### src/include/mtb_pkg.sv
// Constants for the motor PWM time base: register map, field layout, resets, modes
package mtb_pkg;
  localparam int CNT_W = 15;
  localparam int ADDR_W = 4;
  localparam int DATA_W = 16;

  // Register indices on the plain register port
  localparam logic [3:0] ADDR_CONTROL = 4'h0;
  localparam logic [3:0] ADDR_COUNT = 4'h1;
  localparam logic [3:0] ADDR_PERIOD = 4'h2;
  localparam logic [3:0] ADDR_ACTIVE_PERIOD = 4'h3;

  // Control register field positions, and the count register direction bit
  localparam int CTL_RUN_BIT = 15;
  localparam int CTL_POST_LSB = 4;
  localparam int CTL_PRE_LSB = 2;
  localparam int CTL_MODE_LSB = 0;
  localparam int COUNT_DIR_BIT = 15;

  // Time base modes
  localparam logic [1:0] MODE_FREE = 2'h0;
  localparam logic [1:0] MODE_SINGLE = 2'h1;
  localparam logic [1:0] MODE_UPDOWN = 2'h2;
  localparam logic [1:0] MODE_DOUBLE = 2'h3;

  // Prescale select codes and the terminal values of the prescale counter
  localparam logic [1:0] PRE_DIV1 = 2'h0;
  localparam logic [1:0] PRE_DIV4 = 2'h1;
  localparam logic [1:0] PRE_DIV16 = 2'h2;
  localparam logic [1:0] PRE_DIV64 = 2'h3;
  localparam logic [5:0] PRE_LAST1 = 6'h00;
  localparam logic [5:0] PRE_LAST4 = 6'h03;
  localparam logic [5:0] PRE_LAST16 = 6'h0F;
  localparam logic [5:0] PRE_LAST64 = 6'h3F;

  // Reset values
  localparam logic [14:0] COUNT_RST = 15'h0000;
  localparam logic [14:0] PERIOD_RST = 15'h0000;
  localparam logic [1:0] MODE_RST = 2'h0;
  localparam logic [1:0] PRE_RST = 2'h0;
  localparam logic [3:0] POST_RST = 4'h0;
  localparam logic [5:0] PRE_CNT_RST = 6'h00;
  localparam logic [15:0] RDATA_RST = 16'h0000;
endpackage : mtb_pkg

### src/core/mtb_time_base.sv
// Motor PWM time base: prescaled 15-bit up or up/down counter, period buffer, postscaled events
//
// Notes on behaviour
// [RULE_01] 15-bit counter, clock through a prescaler, match output through a postscaler.
// [RULE_02] Count register bit 15 is read-only direction: 0 up, 1 down.
// [RULE_03] Run bit starts and stops counting; stopping keeps the count value.
// [RULE_04] On count equal period, next counting clock wraps to zero or reverses.
// [RULE_05] Period zero stops counting, no events; zero period never reloads while running.
// [RULE_06] Mode field: 00 free, 01 single-shot, 10 up/down, 11 up/down double update.
// [RULE_07] Free mode counts up to period, wraps to zero, repeats while running.
// [RULE_08] Free mode raises an event per wrap, divided by the postscaler.
// [RULE_09] Single-shot counts up, wraps to zero on match and clears run.
// [RULE_10] Single-shot raises one event at match, ignoring the postscaler.
// [RULE_11] Up/down modes reverse at period match and set the direction flag.
// [RULE_12] Up/down mode raises an event at zero turnaround, divided by postscaler.
// [RULE_13] Double update raises events at zero and at period match, no postscaler.
// [RULE_14] Software must not program a period of one.
// [RULE_15] Counting clock is the core clock divided by 1, 4, 16 or 64.
// [RULE_16] Prescale counter clears on count write, control write, and reset.
// [RULE_17] Postscaler of 4 bits divides events by 1 to 16.
// [RULE_18] Postscale counter clears on count write, control write, and reset.
// [RULE_19] Period is double-buffered; reload at wrap, or at zero in up/down modes.
// [RULE_20] While stopped, the period buffer copies into the active period continuously.
// [RULE_21] Prescale codes: 00 1:1, 01 1:4, 10 1:16, 11 1:64.
// [RULE_22] Postscale code n divides by n plus one.
`timescale 1ns/10ps

module mtb_time_base #(
  parameter int ADDR_W = mtb_pkg::ADDR_W
) (
  input  wire logic              clk,
  input  wire logic              rst_n,
  input  wire logic [ADDR_W-1:0] reg_addr,
  input  wire logic [15:0]       reg_wdata,
  input  wire logic              reg_wr,
  input  wire logic              reg_rd,
  output logic [15:0]            reg_rdata,
  output logic [14:0]            time_base_count,
  output logic                   count_direction_flag,
  output logic                   time_base_run,
  output logic                   period_match_pulse,
  output logic                   time_base_event
);

  typedef struct packed {
    logic        run;
    logic [1:0]  mode;
    logic [1:0]  pre_sel;
    logic [3:0]  post_sel;
    logic [14:0] count;
    logic        dir;
    logic [14:0] per_buf;
    logic [14:0] per_act;
    logic [5:0]  pre_cnt;
    logic [3:0]  post_cnt;
    logic        match_q;
    logic        event_q;
    logic [15:0] rdata;
  } mtb_state_s;

  mtb_state_s state_reg;
  mtb_state_s state_next;

  function automatic logic [5:0] mtb_pre_last(input logic [1:0] sel); // RULE_21
    case (sel)
      mtb_pkg::PRE_DIV1:  mtb_pre_last = mtb_pkg::PRE_LAST1;
      mtb_pkg::PRE_DIV4:  mtb_pre_last = mtb_pkg::PRE_LAST4;
      mtb_pkg::PRE_DIV16: mtb_pre_last = mtb_pkg::PRE_LAST16;
      mtb_pkg::PRE_DIV64: mtb_pre_last = mtb_pkg::PRE_LAST64;
      default:            mtb_pre_last = mtb_pkg::PRE_LAST1;
    endcase
  endfunction : mtb_pre_last

  logic wr_ctl;
  logic wr_cnt;
  logic wr_per;
  logic tick;
  logic advance;
  logic match;
  logic at_zero;
  logic raw_post_ev;
  logic direct_ev;

  assign wr_ctl = reg_wr && (reg_addr == mtb_pkg::ADDR_CONTROL);
  assign wr_cnt = reg_wr && (reg_addr == mtb_pkg::ADDR_COUNT);
  assign wr_per = reg_wr && (reg_addr == mtb_pkg::ADDR_PERIOD);
  // Prescale phase freezes with the run bit; a restart needs a control write, which clears it, so counting resumes on a fresh phase
  assign tick = state_reg.run && (state_reg.pre_cnt == mtb_pre_last(state_reg.pre_sel)); // RULE_15
  // Zero period parks the counter: no movement, no events
  assign advance = tick && (state_reg.per_act != 15'h0000); // RULE_05
  assign match = (state_reg.count == state_reg.per_act); // RULE_04
  assign at_zero = (state_reg.count == 15'h0000);

  always_comb begin
    state_next = state_reg;
    state_next.match_q = 1'b0;
    state_next.event_q = 1'b0;
    raw_post_ev = 1'b0;
    direct_ev = 1'b0;

    // Prescaler
    if (state_reg.run) begin
      if (tick) begin
        state_next.pre_cnt = mtb_pkg::PRE_CNT_RST;
      end else begin
        state_next.pre_cnt = state_reg.pre_cnt + 6'h01; // RULE_15
      end
    end

    if (advance) begin
      case (state_reg.mode) // RULE_06
        mtb_pkg::MODE_FREE: begin
          if (match) begin
            state_next.count = mtb_pkg::COUNT_RST; // RULE_07
            state_next.match_q = 1'b1;
            state_next.per_act = state_reg.per_buf; // RULE_19
            raw_post_ev = 1'b1; // RULE_08
          end else begin
            state_next.count = state_reg.count + 15'h0001;
          end
        end
        mtb_pkg::MODE_SINGLE: begin
          if (match) begin
            state_next.count = mtb_pkg::COUNT_RST;
            state_next.run = 1'b0; // RULE_09
            state_next.match_q = 1'b1;
            state_next.per_act = state_reg.per_buf; // RULE_19
            direct_ev = 1'b1; // RULE_10
          end else begin
            state_next.count = state_reg.count + 15'h0001;
          end
        end
        mtb_pkg::MODE_UPDOWN, mtb_pkg::MODE_DOUBLE: begin
          if (at_zero) begin
            state_next.per_act = state_reg.per_buf; // RULE_19
          end
          if (!state_reg.dir) begin
            if (match) begin
              state_next.dir = 1'b1; // RULE_11
              state_next.count = state_reg.count - 15'h0001;
              state_next.match_q = 1'b1;
              direct_ev = (state_reg.mode == mtb_pkg::MODE_DOUBLE); // RULE_13
            end else begin
              state_next.count = state_reg.count + 15'h0001;
            end
          end else if (at_zero) begin
            // Turnaround at zero: count resumes upward
            state_next.dir = 1'b0;
            state_next.count = 15'h0001;
            if (state_reg.mode == mtb_pkg::MODE_DOUBLE) begin
              direct_ev = 1'b1; // RULE_13
            end else begin
              raw_post_ev = 1'b1; // RULE_12
            end
          end else begin
            state_next.count = state_reg.count - 15'h0001;
          end
        end
        default: begin
          state_next.count = state_reg.count;
        end
      endcase
    end

    // Postscaler: code n lets every (n+1)-th event through
    if (raw_post_ev) begin
      if (state_reg.post_cnt == state_reg.post_sel) begin // RULE_22
        state_next.post_cnt = 4'h0;
        state_next.event_q = 1'b1; // RULE_17
      end else begin
        state_next.post_cnt = state_reg.post_cnt + 4'h1;
      end
    end
    if (direct_ev) begin
      state_next.event_q = 1'b1;
    end

    // Stopped: buffer flows straight into the active period
    if (!state_next.run) begin
      state_next.per_act = state_reg.per_buf; // RULE_20
    end

    // Register writes; a software control write overrides a same-cycle hardware run clear
    if (wr_ctl) begin
      state_next.run = reg_wdata[mtb_pkg::CTL_RUN_BIT]; // RULE_03
      state_next.mode = reg_wdata[mtb_pkg::CTL_MODE_LSB +: 2];
      state_next.pre_sel = reg_wdata[mtb_pkg::CTL_PRE_LSB +: 2];
      state_next.post_sel = reg_wdata[mtb_pkg::CTL_POST_LSB +: 4];
    end
    // Leaving up/down mid-slope must not leave the flag reading downward
    if (!state_next.mode[1]) begin
      state_next.dir = 1'b0; // RULE_02
    end
    if (wr_cnt) begin
      state_next.count = reg_wdata[14:0];
    end
    if (wr_ctl || wr_cnt) begin
      state_next.pre_cnt = mtb_pkg::PRE_CNT_RST; // RULE_16
      state_next.post_cnt = 4'h0; // RULE_18
    end
    if (wr_per) begin
      state_next.per_buf = reg_wdata[14:0];
    end

    // Read data stands only in the cycle after the read strobe
    state_next.rdata = mtb_pkg::RDATA_RST;
    if (reg_rd) begin
      case (reg_addr)
        mtb_pkg::ADDR_CONTROL: begin
          state_next.rdata[mtb_pkg::CTL_RUN_BIT] = state_reg.run;
          state_next.rdata[mtb_pkg::CTL_MODE_LSB +: 2] = state_reg.mode;
          state_next.rdata[mtb_pkg::CTL_PRE_LSB +: 2] = state_reg.pre_sel;
          state_next.rdata[mtb_pkg::CTL_POST_LSB +: 4] = state_reg.post_sel;
        end
        mtb_pkg::ADDR_COUNT: begin
          state_next.rdata = {state_reg.dir, state_reg.count}; // RULE_02
        end
        mtb_pkg::ADDR_PERIOD: begin
          state_next.rdata = {1'b0, state_reg.per_buf};
        end
        mtb_pkg::ADDR_ACTIVE_PERIOD: begin
          state_next.rdata = {1'b0, state_reg.per_act};
        end
        default: begin
          state_next.rdata = mtb_pkg::RDATA_RST;
        end
      endcase
    end
  end

  always_ff @(posedge clk) begin
    if (!rst_n) begin
      state_reg.run <= 1'b0;
      state_reg.mode <= mtb_pkg::MODE_RST;
      state_reg.pre_sel <= mtb_pkg::PRE_RST;
      state_reg.post_sel <= mtb_pkg::POST_RST;
      state_reg.count <= mtb_pkg::COUNT_RST;
      state_reg.dir <= 1'b0;
      state_reg.per_buf <= mtb_pkg::PERIOD_RST;
      state_reg.per_act <= mtb_pkg::PERIOD_RST;
      state_reg.pre_cnt <= mtb_pkg::PRE_CNT_RST; // RULE_16
      state_reg.post_cnt <= 4'h0; // RULE_18
      state_reg.match_q <= 1'b0;
      state_reg.event_q <= 1'b0;
      state_reg.rdata <= mtb_pkg::RDATA_RST;
    end else begin
      state_reg <= state_next;
    end
  end

  assign reg_rdata = state_reg.rdata;
  assign time_base_count = state_reg.count; // RULE_01
  assign count_direction_flag = state_reg.dir;
  assign time_base_run = state_reg.run;
  assign period_match_pulse = state_reg.match_q;
  assign time_base_event = state_reg.event_q;

  // Checks
  AST_DIR_READBACK: assert property (@(posedge clk) disable iff (!rst_n) // RULE_02
    (reg_rd && reg_addr == mtb_pkg::ADDR_COUNT) |=> (reg_rdata[15] == $past(state_reg.dir)))
    else $error("Direction flag not returned in count read");

  AST_STOP_HOLDS: assert property (@(posedge clk) disable iff (!rst_n) // RULE_03
    (!state_reg.run && !wr_cnt) |=> $stable(time_base_count))
    else $error("Count moved while stopped");

  AST_FREE_WRAP: assert property (@(posedge clk) disable iff (!rst_n) // RULE_07
    (advance && state_reg.mode == mtb_pkg::MODE_FREE && match && !wr_cnt)
      |=> (time_base_count == 15'h0000) && period_match_pulse)
    else $error("Free mode did not wrap at period");

  AST_SINGLE_STOP: assert property (@(posedge clk) disable iff (!rst_n) // RULE_09
    (advance && state_reg.mode == mtb_pkg::MODE_SINGLE && match && !reg_wr)
      |=> !time_base_run && time_base_event ##1 !time_base_event)
    else $error("Single shot did not stop with one event");

  AST_UD_REVERSE: assert property (@(posedge clk) disable iff (!rst_n) // RULE_11
    (advance && state_reg.mode[1] && !state_reg.dir && match && !wr_cnt)
      |=> count_direction_flag && (time_base_count == $past(state_reg.count) - 15'h0001))
    else $error("Up/down did not reverse at period");

  AST_ZERO_PERIOD: assert property (@(posedge clk) disable iff (!rst_n) // RULE_05
    (state_reg.per_act == 15'h0000 && !reg_wr) |=> !time_base_event && $stable(time_base_count))
    else $error("Zero period still active");

  AST_SCALER_CLEAR: assert property (@(posedge clk) disable iff (!rst_n) // RULE_16
    (wr_ctl || wr_cnt) |=> (state_reg.pre_cnt == 6'h00) && (state_reg.post_cnt == 4'h0)) // RULE_18
    else $error("Scaler counters not cleared by write");

  AST_IDLE_LOAD: assert property (@(posedge clk) disable iff (!rst_n) // RULE_20
    (!state_reg.run && !wr_ctl) |=> (state_reg.per_act == $past(state_reg.per_buf)))
    else $error("Period buffer not copied while stopped");

  AST_PRESCALE_64: assert property (@(posedge clk) disable iff (!rst_n) // RULE_15
    (tick && state_reg.pre_sel == mtb_pkg::PRE_DIV64)
      |-> $past(state_reg.run, 63) && ($past(state_reg.pre_cnt) == 6'h3E))
    else $error("Prescale 1:64 ticked early");

  AST_DOUBLE_EVENTS: assert property (@(posedge clk) disable iff (!rst_n) // RULE_13
    (advance && state_reg.mode == mtb_pkg::MODE_DOUBLE && match && !state_reg.dir) |=> time_base_event)
    else $error("Double update missed match event");

  // Mode, flag and event relations seen from the outputs
  AST_UP_ONLY_DIR: assert property (@(posedge clk) disable iff (!rst_n) // RULE_02
    !state_reg.mode[1] |-> !count_direction_flag)
    else $error("Direction flag set in an up-only mode");

  AST_RUN_START: assert property (@(posedge clk) disable iff (!rst_n) // RULE_03
    (wr_ctl && reg_wdata[mtb_pkg::CTL_RUN_BIT]) |=> time_base_run)
    else $error("Run bit write did not start the time base");

  AST_STOPPED_QUIET: assert property (@(posedge clk) disable iff (!rst_n) // RULE_03
    !state_reg.run |=> !time_base_event && !period_match_pulse)
    else $error("Event or match while stopped");

  AST_MATCH_FROM_TICK: assert property (@(posedge clk) disable iff (!rst_n) // RULE_04
    period_match_pulse |-> $past(advance && match))
    else $error("Match pulse without a counting tick at period");

  AST_FREE_COUNT_UP: assert property (@(posedge clk) disable iff (!rst_n) // RULE_07
    (advance && state_reg.mode == mtb_pkg::MODE_FREE && !match && !wr_cnt)
      |=> (time_base_count == $past(state_reg.count) + 15'h0001))
    else $error("Free mode did not count up");

  AST_SINGLE_EVENT: assert property (@(posedge clk) disable iff (!rst_n) // RULE_10
    (advance && state_reg.mode == mtb_pkg::MODE_SINGLE && match) |=> time_base_event)
    else $error("Single shot event held back");

  AST_CTL_KEEPS_COUNT: assert property (@(posedge clk) disable iff (!rst_n) // RULE_16
    (wr_ctl && !advance) |=> $stable(time_base_count))
    else $error("Control write disturbed the count");

  AST_POST_HOLDS_BACK: assert property (@(posedge clk) disable iff (!rst_n) // RULE_17
    (raw_post_ev && state_reg.post_cnt != state_reg.post_sel) |=> !time_base_event)
    else $error("Postscaler let an early event through");

  AST_UD_TURN_UP: assert property (@(posedge clk) disable iff (!rst_n) // RULE_12
    (advance && state_reg.mode[1] && state_reg.dir && at_zero && !wr_cnt)
      |=> !count_direction_flag && (time_base_count == 15'h0001))
    else $error("Up/down did not resume upward at zero");

  AST_UD_ZERO_EVENT: assert property (@(posedge clk) disable iff (!rst_n) // RULE_12
    (advance && state_reg.mode == mtb_pkg::MODE_UPDOWN && state_reg.dir && at_zero
      && state_reg.post_cnt == state_reg.post_sel) |=> time_base_event)
    else $error("Up/down missed the zero event");

  AST_DOUBLE_ZERO: assert property (@(posedge clk) disable iff (!rst_n) // RULE_13
    (advance && state_reg.mode == mtb_pkg::MODE_DOUBLE && state_reg.dir && at_zero) |=> time_base_event)
    else $error("Double update missed zero event");

  // Period buffer transfer points
  AST_UD_RELOAD: assert property (@(posedge clk) disable iff (!rst_n) // RULE_19
    (advance && state_reg.mode[1] && at_zero) |=> (state_reg.per_act == $past(state_reg.per_buf)))
    else $error("Up/down period not reloaded at zero");

  AST_FREE_KEEPS_PERIOD: assert property (@(posedge clk) disable iff (!rst_n) // RULE_19
    (state_reg.run && state_reg.mode == mtb_pkg::MODE_FREE && !(advance && match) && !wr_ctl)
      |=> $stable(state_reg.per_act))
    else $error("Active period changed before the wrap");

  AST_RDATA_IDLE: assert property (@(posedge clk) disable iff (!rst_n)
    !reg_rd |=> (reg_rdata == 16'h0000))
    else $error("Read data stood outside its cycle");

  COV_FREE_WRAP: cover property (@(posedge clk) disable iff (!rst_n)
    advance && state_reg.mode == mtb_pkg::MODE_FREE && match);
  COV_SINGLE_DONE: cover property (@(posedge clk) disable iff (!rst_n)
    $fell(time_base_run) && time_base_event);
  COV_UD_TURN: cover property (@(posedge clk) disable iff (!rst_n)
    $fell(count_direction_flag) && state_reg.mode == mtb_pkg::MODE_UPDOWN);
  COV_POSTSCALE: cover property (@(posedge clk) disable iff (!rst_n)
    time_base_event && state_reg.post_sel == 4'hF);
  COV_DOUBLE_MATCH: cover property (@(posedge clk) disable iff (!rst_n)
    time_base_event && period_match_pulse && state_reg.mode == mtb_pkg::MODE_DOUBLE);

endmodule : mtb_time_base

### config.mk
export PLATFORM = sky130hd
export DESIGN_NAME = mtb_time_base
export DESIGN_NICKNAME = d
export VERILOG_FILES = /design/src/include/mtb_pkg.sv /design/src/core/mtb_time_base.sv
export SDC_FILE = /design/constraint.sdc
export NUM_CORES = 1
export LEC_CHECK = 0
export ABC_CLOCK_PERIOD_IN_PS = 4000
export BUFFER_PORTS_ARGS = -buffer_cell sky130_fd_sc_hd__buf_2
export CORE_MARGIN = 5
export CORE_UTILIZATION = 40
export DETAILED_ROUTE_END_ITERATION = 8
export GPL_TIMING_DRIVEN = 1
export SYNTH_ARGS = -nofsm -noshare
export SYNTH_HDL_FRONTEND = slang
export SYNTH_SLANG_ARGS = --single-unit
### constraint.sdc
create_clock -name clk -period 4 [get_ports clk]
set_clock_uncertainty 0.1 [all_clocks]
set_input_delay 0.2 -clock clk [delete_from_list [all_inputs] [get_ports clk]]
set_output_delay 0.2 -clock clk [all_outputs]
set_load 0.02 [all_outputs]
==> results.txt <==
largest net degree at the start of global routing: 41
Async SR Flop Fraction: 0%
layout cell share with drive strength beyond 1: 19.0%
post-route ant nets: 0
nets: 609
WL/cell: 19.5 um
cell area after synthesis: 5010 um^2
Port-buffer cells: 58
setup bufs post-CTS: 0
CP arrival: 3.02 ns
Max stage delay on crit path: 0.84 ns
clock-pin slew on the worst setup and hold paths: 0.07 ns
die width: 122 um
max-slew headroom at the worst pin: 30.7%
TritonCTS clock tree: built
die area: 14,900 um^2
row cnt: 40
Tot GR Track Use: 19.8%
Worst VDD drop: 226 uV
antenna violations before repair: 0
global placement routability congestion: 0.876
most common cell in the netlist: dfxtp_1
Num Clock Sinks: 83
status: complete, no violations
worst reg2reg setup slack: 1.26 ns
buffer depth of the longest clock path: 2
post-CTS resize count: 0
setup tns final: 0 ns
DRT Pass-1 Iters: 5
Post-synth EDFFs: 0
drt via density: 5.82
vias in the first global route: 4,036
Slowest cell on crit path: and3_1
fmax: 0.353 GHz
CP Capture Type: flip-flop
startpoint types: input pin
Critical Path RT: 4.19 ns
CTS buffer count: 9
core area: 12,200 um^2
Total Power: 1800 uW
crit path cell chain: buf_2 > nor2b_1 > and3_1 > nor4_1 > o211ai_1 > o311ai_1 > a21oi_1
Slew Viols, Final: 0
initial DRC count: 286
Via Count: 4,373
synth top area cells: dfxtp_1 33%, mux2i_1 6.8%, nand2_1 5.4%, buf_4 4.6%, xor2_1 4.0%
synthesized instance count: 579
crit path max fanout: 19
pwr/cell area: 333 nW/um^2
Yosys warning count: 0
grt ovf: 0
drc violations: 0
P_leak: 0.00211 uW
hold crit path type: input pin to flip-flop
syn avg cell area: 8.65 um^2
Largest register FFs: 48
Setup-failing EPs final: 0
sequential area share after synthesis: 33.2%
clock period minus worst slack: 2.84 ns
IO Pins: 59
Root Buffer: clkbuf_16
Skew-Pair Late Insertion Delay: 0.35 ns
Area growth, synth to finish: 7.80%
reported max-cap violation count: 0
Worst Max-Slew Pin Slew: 1.03 ns
die height: 122 um
wirelength, routed: 14.6 mm
synth cell count leaders: 83 x dfxtp_1, 72 x nand2_1, 34 x mux2i_1, 31 x buf_4, 30 x nor2_1
first-pass GRT wire length: 22.7 mm
Final Hold Violating Endpoints: 0
H-tree levels: 3
RSZ-0062 raised after global routing: no
syn nets: 608
Antenna Cells: 0
crit path kind: input pin to flip-flop
initial core utilization: 41.2%
synth unique cells: 68
Hold-fix buffers, CTS: 0
HPWL Detailed: 10.3 mm
synthesis-stage register bit count: 83
cell taking the most area after synthesis: dfxtp_1
top_reg_cell synth: dfxtp_1
Synth top area share: 33.2%
fin crit share: 70.9%
[power breakdown]
| part | internal [uW] | switching (uW) | total [uW] |
|---|---|---|---|
| logic | 59.6 | 116 | 176 |
| clock network | 447 | 333 | 780 |
| registers | 833 | 10.9 | 844 |
[per-layer routing]
metal / share of wire, % / track usage [%] / vias to the layer above
met4: 2.0 / 6.37 / 0
li1: - / - / 2063
met3: 6.4 / 5.20 / 23
met1: 45 / 26.8 / 2113
met2: 47 / 30.8 / 174
met5: 0 / 0 / -
[cells by family after synthesis]
logic type	Yosys count	share of synthesized area, %
and+or+nand+nor	218	23.0
AOI/OAI and AO/OA	113	16.4
buffers and inverters	86	9.80
DFF	83	33.2
muxes	49	12.0
xor gates and xnor gates	25	4.37
adders and majority gates	5	1.25
[critical path: cells and delay by family]
| kind | cells | cell delay, ns |
|---|---|---|
| AOI/OAI and AO/OA | 3 | 0.48 |
| buffers and inverters | 1 | 0.47 |
| and+or+nand+nor | 3 | 1.85 |
[placed cells by master, fill, tap and decap left out, types with 9 or more instances in the layout]
cell       count
buf_4          9
or3_1          9
clkbuf_16      9
xor2_1        23
o21ai_0       20
nor4_1        10
nand3_1       13
buf_2         58
o211ai_1      15
nor3_1        14
nor2b_1       28
inv_1          9
nor2_1        30
nand2_1       72
mux2i_1       34
dfxtp_1       83
a21oi_1       10
[path summary, 6_finish.rpt]
kind                               startpoint                               end  cells after the start
max                               reg_addr[0]  time_base_count[14]$_SDFFE_PN0P_                      7
min                             reg_wdata[11]        state_reg[54]$_SDFFE_PN0P_                      3
max reg2reg  time_base_count[11]$_SDFFE_PN0P_  time_base_count[14]$_SDFFE_PN0P_                      6
min reg2reg        state_reg[57]$_SDFFE_PN0P_        state_reg[42]$_SDFFE_PN0P_                      2
[through the flow]
stage,cells,hold slack [ns],setup WS (ns),utilization [%],cell area [um^2]
final,751,0.0311,1.16,44.4,5400
after global routing,751,0.0319,1.02,44.4,5400
after detailed placement,737,0.366,0.891,42.2,5130
after global placement,737,0.354,0.895,42.2,5130
after CTS,751,0.0236,1.25,44.4,5400
after floorplan,579,0.230,1.62,-,5010
[area by class of cell]
type                    instances  area [um^2]
fillers                      1222         6770
flip-flops and latches         83         1660
multi-input cells             410         2860
clock inverters                 2         12.5
repair buffers                 67          358
clock buffers                  12          256
well taps                     168          210
inverters                       9         33.8
(Power assumes the default switching activity.)
